File: config.mk
export PLATFORM = sky130hd
export DESIGN_NAME = kme_encoder
export DESIGN_NICKNAME = d
export VERILOG_FILES = /design/src/logic/kme_pkg.sv /design/src/logic/kme_code_rom.sv /design/src/logic/kme_encoder.sv
export VERILOG_INCLUDE_DIRS = /design/src /design/src/logic
export SDC_FILE = /design/constraint.sdc
export NUM_CORES = 1
export LEC_CHECK = 0
export BUFFER_PORTS_ARGS = -buffer_cell sky130_fd_sc_hd__buf_2
export CORE_MARGIN = 2
export CORE_UTILIZATION = 50
export DETAILED_ROUTE_END_ITERATION = 16
export HOLD_SLACK_MARGIN = 0.15
export MAX_ROUTING_LAYER = met4
export PLACE_DENSITY_LB_ADDON = 0.08
export SLEW_MARGIN = 20
export SYNTH_ARGS = -nofsm -noshare
export SYNTH_HDL_FRONTEND = slang
export SYNTH_SLANG_ARGS = --single-unit
File: constraint.sdc
create_clock -name clock -period 5 [get_ports clock]
set_input_delay 0.5 -clock clock [delete_from_list [all_inputs] [get_ports clock]]
set_output_delay 0.5 -clock clock [all_outputs]
set_load 0.05 [all_outputs]
File: src/logic/kme_consts.svh
`ifndef KME_CONSTS_SVH
`define KME_CONSTS_SVH
`define KME_DRIVE_LINES     11
`define KME_SENSE_LINES     8
`define KME_CODE_BITS       8
`define KME_PRESS_DEB       4
`define KME_RELEASE_DEB     16
`define KME_MOD_DEB         4
`define KME_CS_ACTIVE       4'b1111
`define KME_HEX_BIT         8'h80
`define KME_CTRL_MASK       8'h1f
`define KME_SHIFT_FLIP      8'h10
`define KME_ALPHA_FLIP      8'h20
`define KME_ASCII_BASE      8'h20
`define KME_HEX_FIRST       5'h07
`define KME_ALPHA_FIRST     3'h2
`define KME_ALPHA_LAST      3'h5
`define KME_DEB_MAX         65536
`endif

File: src/logic/kme_pkg.sv
package kme_pkg;
  typedef enum logic [3:0] {
    KME_SCAN    = 4'b0001,
    KME_PRESS   = 4'b0010,
    KME_HELD    = 4'b0100,
    KME_RELEASE = 4'b1000
  } kme_state_t;
endpackage

File: src/logic/kme_code_rom.sv
`timescale 1ns/1ps
`default_nettype none
`include "kme_consts.svh"
module kme_code_rom (
  input  wire logic       clock,
  input  wire logic       nrst,
  input  wire logic [4:0] drive_idx,
  input  wire logic [2:0] sense_idx,
  input  wire logic       shift_mod,
  input  wire logic       control_mod,
  input  wire logic       alpha_mod,
  output logic      [7:0] code_q
);
  logic [1:0] hex_row;
  logic [7:0] code_d;
  always_comb begin
    hex_row = 2'(drive_idx - `KME_HEX_FIRST);
    if (drive_idx >= `KME_HEX_FIRST) begin
      // Last four drive lines form the hex block
      code_d = `KME_HEX_BIT | {3'b000, hex_row, sense_idx};
    end else begin
      code_d = `KME_ASCII_BASE + {2'b00, drive_idx[2:0], sense_idx};
      if (shift_mod) begin
        code_d = code_d ^ `KME_SHIFT_FLIP;
      end
      if (alpha_mod && drive_idx[2:0] >= `KME_ALPHA_FIRST &&
          drive_idx[2:0] <= `KME_ALPHA_LAST) begin
        code_d = code_d & ~`KME_ALPHA_FLIP;
      end
      if (control_mod) begin
        code_d = code_d & `KME_CTRL_MASK;
      end
    end
  end
  always_ff @(posedge clock or negedge nrst) begin
    if (!nrst) begin
      code_q <= 8'h00;
    end else begin
      code_q <= code_d;
    end
  end
endmodule
`default_nettype wire

File: src/logic/kme_encoder.sv
`timescale 1ns/1ps
`default_nettype none
`include "kme_consts.svh"
module kme_encoder #(
  parameter int DRIVES      = `KME_DRIVE_LINES,
  parameter int SENSES      = `KME_SENSE_LINES,
  parameter int PRESS_DEB   = `KME_PRESS_DEB,
  parameter int RELEASE_DEB = `KME_RELEASE_DEB,
  parameter int MOD_DEB     = `KME_MOD_DEB
) (
  input  wire logic        clock,
  input  wire logic        nrst,
  input  wire logic        timing_pulse,
  input  wire logic [3:0]  chip_select_inputs,
  input  wire logic [7:0]  matrix_sense_lines,
  input  wire logic        shift_in,
  input  wire logic        control_in,
  input  wire logic        alpha_in,
  output logic      [10:0] matrix_drive_lines,
  output logic      [7:0]  bus_data_out,
  output logic      [7:0]  bus_data_oe,
  output logic             key_ready_n,
  output logic             key_repeat_n,
  output logic             debounce_discharge
);
  // Ports and counters are sized for the eleven by eight matrix
  if (DRIVES != `KME_DRIVE_LINES || SENSES != `KME_SENSE_LINES ||
      PRESS_DEB < 1 || RELEASE_DEB < 1 || MOD_DEB < 1 || PRESS_DEB > `KME_DEB_MAX ||
      RELEASE_DEB > `KME_DEB_MAX || MOD_DEB > `KME_DEB_MAX) begin : g_bad_params
    $error("kme_encoder: unsupported parameters");
  end

  kme_pkg::kme_state_t state_q, state_d;
  logic [4:0]  drive_q, drive_d;
  logic [2:0]  sense_q, sense_d;
  logic [15:0] deb_q, deb_d;
  logic [15:0] mod_cnt_q, mod_cnt_d;
  logic        tp_q;
  logic        ready_n_q, ready_n_d;
  logic        rpt_n_q, rpt_n_d;
  logic        read_q, read_d;
  logic        shift_q, shift_d, ctrl_q, ctrl_d;
  logic [10:0] drv_out_d;
  logic [7:0]  oe_d;
  logic        discharge_d;
  logic [7:0]  code;
  logic        tp_fall, tp_rise, selected, key_closed;

  assign tp_fall    = tp_q && !timing_pulse;
  assign tp_rise    = !tp_q && timing_pulse;
  assign selected   = chip_select_inputs == `KME_CS_ACTIVE;
  assign key_closed = matrix_sense_lines[sense_q];

  // Lookup of drive, sense and modifiers into the key code
  kme_code_rom u_rom (
    .clock       (clock),
    .nrst        (nrst),
    .drive_idx   (drive_q),
    .sense_idx   (sense_q),
    .shift_mod   (shift_q),
    .control_mod (ctrl_q),
    .alpha_mod   (alpha_in),
    .code_q      (code)
  );

  always_comb begin
    state_d   = state_q;
    drive_d   = drive_q;
    sense_d   = sense_q;
    deb_d     = deb_q;
    ready_n_d = ready_n_q;
    rpt_n_d   = rpt_n_q;
    read_d    = read_q;
    if (selected && tp_rise && !ready_n_q) begin
      ready_n_d = 1'b1;
      read_d    = 1'b1;
      if (key_closed) begin
        rpt_n_d = 1'b0;
      end
    end
    unique case (state_q)
      kme_pkg::KME_SCAN: begin
        if (key_closed) begin
          state_d = kme_pkg::KME_PRESS;
          deb_d   = 16'h0000;
        end else if (tp_fall) begin
          if (sense_q == 3'(SENSES - 1)) begin
            sense_d = 3'h0;
            drive_d = (drive_q == 5'(DRIVES - 1)) ? 5'h00 : drive_q + 5'h01;
          end else begin
            sense_d = sense_q + 3'h1;
          end
        end
      end
      kme_pkg::KME_PRESS: begin
        if (!key_closed) begin
          state_d = kme_pkg::KME_SCAN;
        end else if (tp_rise) begin
          if (deb_q >= 16'(PRESS_DEB - 1)) begin
            state_d   = kme_pkg::KME_HELD;
            ready_n_d = 1'b0;
            read_d    = 1'b0;
          end else begin
            deb_d = deb_q + 16'h0001;
          end
        end
      end
      kme_pkg::KME_HELD: begin
        if (!key_closed) begin
          state_d = kme_pkg::KME_RELEASE;
          deb_d   = 16'h0000;
        end
      end
      kme_pkg::KME_RELEASE: begin
        if (key_closed) begin
          state_d = kme_pkg::KME_HELD;
        end else if (tp_rise) begin
          if (deb_q >= 16'(RELEASE_DEB - 1)) begin
            rpt_n_d = 1'b1;
            if (read_q || (selected && !ready_n_q)) begin
              state_d = kme_pkg::KME_SCAN;
            end
          end else begin
            deb_d = deb_q + 16'h0001;
          end
        end
      end
    endcase
  end

  // Shift and control latch after their own debounce
  always_comb begin
    mod_cnt_d = mod_cnt_q;
    shift_d   = shift_q;
    ctrl_d    = ctrl_q;
    if (!(shift_in || control_in)) begin
      mod_cnt_d = 16'h0000;
      if (state_q == kme_pkg::KME_SCAN) begin
        shift_d = 1'b0;
        ctrl_d  = 1'b0;
      end
    end else if (tp_rise) begin
      if (mod_cnt_q >= 16'(MOD_DEB - 1)) begin
        shift_d = shift_q | shift_in;
        ctrl_d  = ctrl_q | control_in;
      end else begin
        mod_cnt_d = mod_cnt_q + 16'h0001;
      end
    end
  end

  // One-hot decode of the drive counter
  for (genvar g = 0; g < `KME_DRIVE_LINES; g++) begin : g_drive
    assign drv_out_d[g] = drive_d == 5'(g);
  end

  always_comb begin
    oe_d        = selected ? 8'hff : 8'h00;
    discharge_d = (state_d == kme_pkg::KME_PRESS) || (state_d == kme_pkg::KME_HELD);
  end

  // Scan and handshake state
  always_ff @(posedge clock or negedge nrst) begin
    if (!nrst) begin
      state_q   <= kme_pkg::KME_SCAN;
      drive_q   <= 5'h00;
      sense_q   <= 3'h0;
      deb_q     <= 16'h0000;
      // Pulse idles low, so no false edge follows reset
      tp_q      <= 1'b0;
      ready_n_q <= 1'b1;
      rpt_n_q   <= 1'b1;
      read_q    <= 1'b1;
    end else begin
      state_q   <= state_d;
      drive_q   <= drive_d;
      sense_q   <= sense_d;
      deb_q     <= deb_d;
      tp_q      <= timing_pulse;
      ready_n_q <= ready_n_d;
      rpt_n_q   <= rpt_n_d;
      read_q    <= read_d;
    end
  end

  // Modifier latches
  always_ff @(posedge clock or negedge nrst) begin
    if (!nrst) begin
      mod_cnt_q <= 16'h0000;
      shift_q   <= 1'b0;
      ctrl_q    <= 1'b0;
    end else begin
      mod_cnt_q <= mod_cnt_d;
      shift_q   <= shift_d;
      ctrl_q    <= ctrl_d;
    end
  end

  // Registered pins
  always_ff @(posedge clock or negedge nrst) begin
    if (!nrst) begin
      matrix_drive_lines <= 11'h001;
      bus_data_oe        <= 8'h00;
      bus_data_out       <= 8'h00;
      key_ready_n        <= 1'b1;
      key_repeat_n       <= 1'b1;
      debounce_discharge <= 1'b0;
    end else begin
      matrix_drive_lines <= drv_out_d;
      bus_data_oe        <= oe_d;
      bus_data_out       <= code;
      key_ready_n        <= ready_n_d;
      key_repeat_n       <= rpt_n_d;
      debounce_discharge <= discharge_d;
    end
  end

  scan_frozen_a: assert property (@(posedge clock) disable iff (!nrst)
    (state_q != kme_pkg::KME_SCAN) |=> $stable(drive_q) && $stable(sense_q))
    else $error("scan moved while frozen");
  bus_select_a: assert property (@(posedge clock) disable iff (!nrst)
    !selected |=> bus_data_oe == 8'h00)
    else $error("bus driven while unselected");
  bus_on_a: assert property (@(posedge clock) disable iff (!nrst)
    selected |=> bus_data_oe == 8'hff)
    else $error("bus not driven while selected");
  ready_clear_a: assert property (@(posedge clock) disable iff (!nrst)
    (selected && tp_rise && !ready_n_q) |=> key_ready_n)
    else $error("ready not cleared on read");
  ready_once_a: assert property (@(posedge clock) disable iff (!nrst)
    (state_q == kme_pkg::KME_HELD && ready_n_q) |=> ready_n_q)
    else $error("ready reasserted while held");
  ready_src_a: assert property (@(posedge clock) disable iff (!nrst)
    (ready_n_q && !ready_n_d) |-> state_q == kme_pkg::KME_PRESS)
    else $error("ready set outside key debounce");
  press_ready_a: assert property (@(posedge clock) disable iff (!nrst)
    (state_q == kme_pkg::KME_PRESS && key_closed && tp_rise && deb_q >= 16'(PRESS_DEB - 1))
    |=> !key_ready_n)
    else $error("ready not set after press debounce");
  repeat_set_a: assert property (@(posedge clock) disable iff (!nrst)
    (selected && tp_rise && !ready_n_q && key_closed) |=> !key_repeat_n)
    else $error("repeat not raised");
  repeat_hold_a: assert property (@(posedge clock) disable iff (!nrst)
    (state_q == kme_pkg::KME_HELD && key_closed && !key_repeat_n) |=> !key_repeat_n)
    else $error("repeat dropped while key held");
  repeat_clear_a: assert property (@(posedge clock) disable iff (!nrst)
    (state_q == kme_pkg::KME_RELEASE && !key_closed && tp_rise &&
     deb_q >= 16'(RELEASE_DEB - 1)) |=> key_repeat_n)
    else $error("repeat not released");
  resume_read_a: assert property (@(posedge clock) disable iff (!nrst)
    (state_q == kme_pkg::KME_RELEASE && !read_q && !selected) |=> state_q != kme_pkg::KME_SCAN)
    else $error("scan resumed before read");
  lock_held_a: assert property (@(posedge clock) disable iff (!nrst)
    (state_q == kme_pkg::KME_HELD) |=> state_q != kme_pkg::KME_SCAN)
    else $error("held key lost its lock");
  one_drive_a: assert property (@(posedge clock) disable iff (!nrst)
    $onehot(matrix_drive_lines))
    else $error("drive lines not one-hot");
  drive_match_a: assert property (@(posedge clock) disable iff (!nrst)
    matrix_drive_lines == (11'h001 << drive_q))
    else $error("drive line does not follow counter");
  scan_step_a: assert property (@(posedge clock) disable iff (!nrst)
    (state_q == kme_pkg::KME_SCAN && !key_closed && tp_fall && sense_q != 3'h7)
    |=> sense_q == 3'($past(sense_q) + 3'h1))
    else $error("sense counter did not step");
  sense_wrap_a: assert property (@(posedge clock) disable iff (!nrst)
    (state_q == kme_pkg::KME_SCAN && !key_closed && tp_fall && sense_q == 3'h7)
    |=> sense_q == 3'h0)
    else $error("sense counter wrap wrong");
  discharge_out_a: assert property (@(posedge clock) disable iff (!nrst)
    (state_q == kme_pkg::KME_HELD) |-> debounce_discharge)
    else $error("discharge off while held");
  release_charge_a: assert property (@(posedge clock) disable iff (!nrst)
    (state_q == kme_pkg::KME_RELEASE) |-> !debounce_discharge)
    else $error("discharge on during release");
  cov_press_c: cover property (@(posedge clock) disable iff (!nrst) $fell(key_ready_n));
  cov_read_c: cover property (@(posedge clock) disable iff (!nrst) $rose(key_ready_n));
  cov_repeat_c: cover property (@(posedge clock) disable iff (!nrst) $fell(key_repeat_n));
  cov_late_read_c: cover property (@(posedge clock) disable iff (!nrst)
    state_q == kme_pkg::KME_RELEASE && selected && tp_rise && !ready_n_q);
  cov_resume_c: cover property (@(posedge clock) disable iff (!nrst)
    state_q == kme_pkg::KME_RELEASE ##1 state_q == kme_pkg::KME_SCAN);
endmodule
`default_nettype wire

==> key figures <==
Run status
  – Status: finished, final reports clean

Clock network
  – CTS H-Tree Depth: 3
  – Root Driver: clkbuf_8
  – Clk Latency, worst-skew pair: 0.36 ns
  – CTS max path bufs: 2
  – TritonCTS clock tree: done
  – Clock sink count: 79
  – CTS Buf Count: 9
  – PostCTS Resize Cnt: 0
  – Post-CTS Setup Bufs: 0
  – Clock slew at reported path FFs: 0.07 ns
  – Hold buffer count at CTS: 0

Timing
  – Max_slew headroom: 38.5%
  – Post-route setup TNS: 0 ns
  – Clock Skew: 0.00694 ns
  – Endpoints failing hold: 0
  – Worst-Margin Slew: 0.923 ns
  – Post-route setup slack: 2.50 ns
  – Final Slew Violations: 0
  – RSZ-0062 raised after global routing: no
  – Final period util: 50.0%
  – Maximum clock frequency: 400 MHz
  – Period minus WS final: 2.50 ns
  – Final setup vio count: 0

Place
  – DP HPWL: 4.59 mm
  – # placed instances: 450
  – Global placement routability congestion: 0.783
  – Place WS: 2.56 ns
  – Port-buffer cells: 47

Detailed routing
  – DRT antenna net count: 0
  – Drc violations: 0
  – Drt initial violations: 76
  – Post-DR wirelength/cell: 14.1 um
  – DR vias: 2449
  – Total Wirelength: 6.54 mm
  – DR pass1 iterations: 4
  – Vias per Instance: 5.27

Setup path
  – CP Capture Type: register
  – Arrival time worst endpoint: 2.78 ns
  – Crit Path Class: register to register
  – Reg2Reg Depth: 6
  – Worst path cell trace: nor4b_4 > and4b_1 > a21boi_4 > o21ai_1 > a221o_1 > nor2_1
  – Data required, critical path: 5.28 ns
  – CP max stage delay: 0.54 ns
  – CP Launch Type: register
  – Worst Path Max Fanout: 18
  – Slowest-stage cell, CP: dfrtp_1
  – Worst r2r dst: matrix_drive_lines[0]
  – Flop2flop setup slack: 2.50 ns
  – Reg2reg start: state_q[3]

Floorplan
  – Core area: 6870 um2
  – Rows: 30
  – Die Wd: 88.5 um
  – Die area: 7840 um2
  – Initial Utilization: 52.0%
  – DIE HEIGHT: 88.5 um
  – IO Pins: 48

Logic synthesis
  – Most frequent cell after synthesis: dfrtp_1
  – Net Count, Synth: 352
  – Gate Count Post-Synth: 328
  – Post-synthesis sequential area ratio: 55.5%
  – Synth Flop Type: dfrtp_1
  – Post-synth top area share: 51.8%
  – Mapped Area: 3570 um2
  – Number of synthesized flops with an enable pin: 0
  – Syn avg cell area: 10.9 um2
  – Synth unique cells: 57
  – FF+latch count, synth: 79
  – Top post-synthesis cells by area: dfrtp_1 52%, nor2_1 4.8%, dfstp_2 3.7%
  – Fraction of registers with async set/reset: 100%
  – Most instantiated cells after synthesis: 74 x dfrtp_1, 46 x nor2_1, 13 x and2_1, 13 x nand2_1, 13 x nor2b_1
  – Ys Warns: 0
  – Leading area contributor after synthesis: dfrtp_1

Cells and area
  – Fill cells: 628
  – Non-Filler Instances: 465
  – Nets: 389
  – # diodes: 0
  – Area delta synth->final: 11.2%
  – Layout cells sized above 1: 22.0%

Pwr
  – Pleak: 1.93 nW
  – Int Power: 1.07 mW
  – PD cells: 411 nW/um2
  – Switching Share: 34.8%
  – Psw: 0.569 mW
  – Clock network power share: 24.9%
  – Part of the power in registers: 48.6%
  – Worst VDD drop: 255 uV
  – Comb pwr share: 26.4%

Worst hold path
  – Hold Crit Class: input port to asynchronous set/reset pin

Global routing
  – First-pass GRT wire length: 10.8 mm
  – Total track usage: 18.7%
  – Largest net degree at the start of global routing: 80
  – Vias in the first global route: 2234
  – Antenna violations before repair: 0
  – Global route overflow: 0

Run
  – Max-capacitance violation count: 0
layer usage:
metal	GRT usage [%]	vias up	part of all wire, %
li1	-	1227	-
met1	26.8	1167	51
met2	25.4	45	44
met3	5.60	10	4.0
met4	6.20	0	1.4
met5	-	-	0
critical path, delay by kind of cell, from the launching register on:
| family | cells | cell delay [ns] |
|---|---|---|
| AOI/OAI and AO/OA | 3 | 0.99 |
| DFF | 1 | 0.54 |
| and+or+nand+nor | 3 | 0.89 |
cell usage in the layout (no fill, tap or decap), types with 3 or more instances in the layout:
cell type   n
and3_1      4
nor2_1     46
clkinv_2    3
xnor2_1     4
nand4_1     5
o21a_1      5
a22o_1      3
nand2_1    13
ha_1        6
o21ai_0     9
mux2_2      4
inv_1       7
o21ai_1     4
nand2b_1    3
nand3_1     7
a31oi_1     8
a32oi_1     5
mux2i_1     4
o31ai_1     3
dfrtp_1    74
nor3_1      5
nor4_1      7
dfstp_2     5
buf_2      46
or3_1       3
a21oi_1     9
nor2b_1    13
and2_1     13
clkbuf_8   10
cell families after synthesis:
kind of cell             share of synthesized area (%)
adder cells (fa/ha/maj)                           2.10
AO/OA/AOI/OAI                                     14.4
multiplexers                                      3.01
XOR/XNOR                                          1.47
AND/OR/NAND/NOR                                   19.2
flip-flops                                        55.5
buffers and inverters                             4.41
state kept, by name (all words and copies together), names as in the netlist:
name and count:
state_q 4, bus_data_oe 1, bus_data_out 8, sense_q 3, key_ready_n 1, tp_q 1
key_repeat_n 1, read_q 1, matrix_drive_lines 11, u_rom.code_q 8, debounce_discharge 1, drive_q 5
deb_q 16, ctrl_q 1, mod_cnt_q 16, shift_q 1
worst max path at each step:
| stage | depth (start not counted) | startpoint | end |
|---|---|---|---|
| floorplan | 8 | state_q[0] | matrix_drive_lines[6] |
| global placement | 6 | state_q[3] | matrix_drive_lines[0] |
| detailed placement | 6 | state_q[3] | matrix_drive_lines[2] |
| CTS | 6 | state_q[3] | matrix_drive_lines[2] |
| global route | 6 | state_q[3] | matrix_drive_lines[4] |
| finish | 6 | state_q[3] | matrix_drive_lines[0] |
cell type report:
| class | count | area [um2] | share of cell area [%] |
|---|---|---|---|
| sequential | 79 | 1980 | 49.9 |
| tap | 96 | 120 | 3.02 |
| inverter | 8 | 30.0 | 0.755 |
| clock inverter | 4 | 22.5 | 0.567 |
| timing repair buffer | 48 | 245 | 6.17 |
| clock buffer | 11 | 141 | 3.56 |
| multi-input combinational | 219 | 1430 | 36.0 |
through the flow:
stage | utilization (%) | hold WS [ns] | instance area (um2) | total power, mW
after detailed placement | 55.5 | 0.336 | 3810 | 1.24
after global placement | 55.5 | 0.331 | 3810 | 1.23
after global routing | 57.9 | 0.308 | 3980 | 1.73
final | 57.9 | 0.276 | 3980 | 1.63
after floorplan | - | 0.204 | 3570 | 1.15
after CTS | 57.9 | 0.310 | 3980 | 1.65
power by group through the flow:
stage	Clock [mW]	Combinational [mW]	Sequential (mW)
6_report	0.408	0.432	0.795
5_1_grt	0.447	0.473	0.808
4_1_cts	0.418	0.434	0.794
3_5_place_dp	0	0.433	0.806
3_3_place_gp	0	0.428	0.804
2_1_floorplan	0	0.302	0.849
Note: power is estimated with default switching activity, not from simulation.
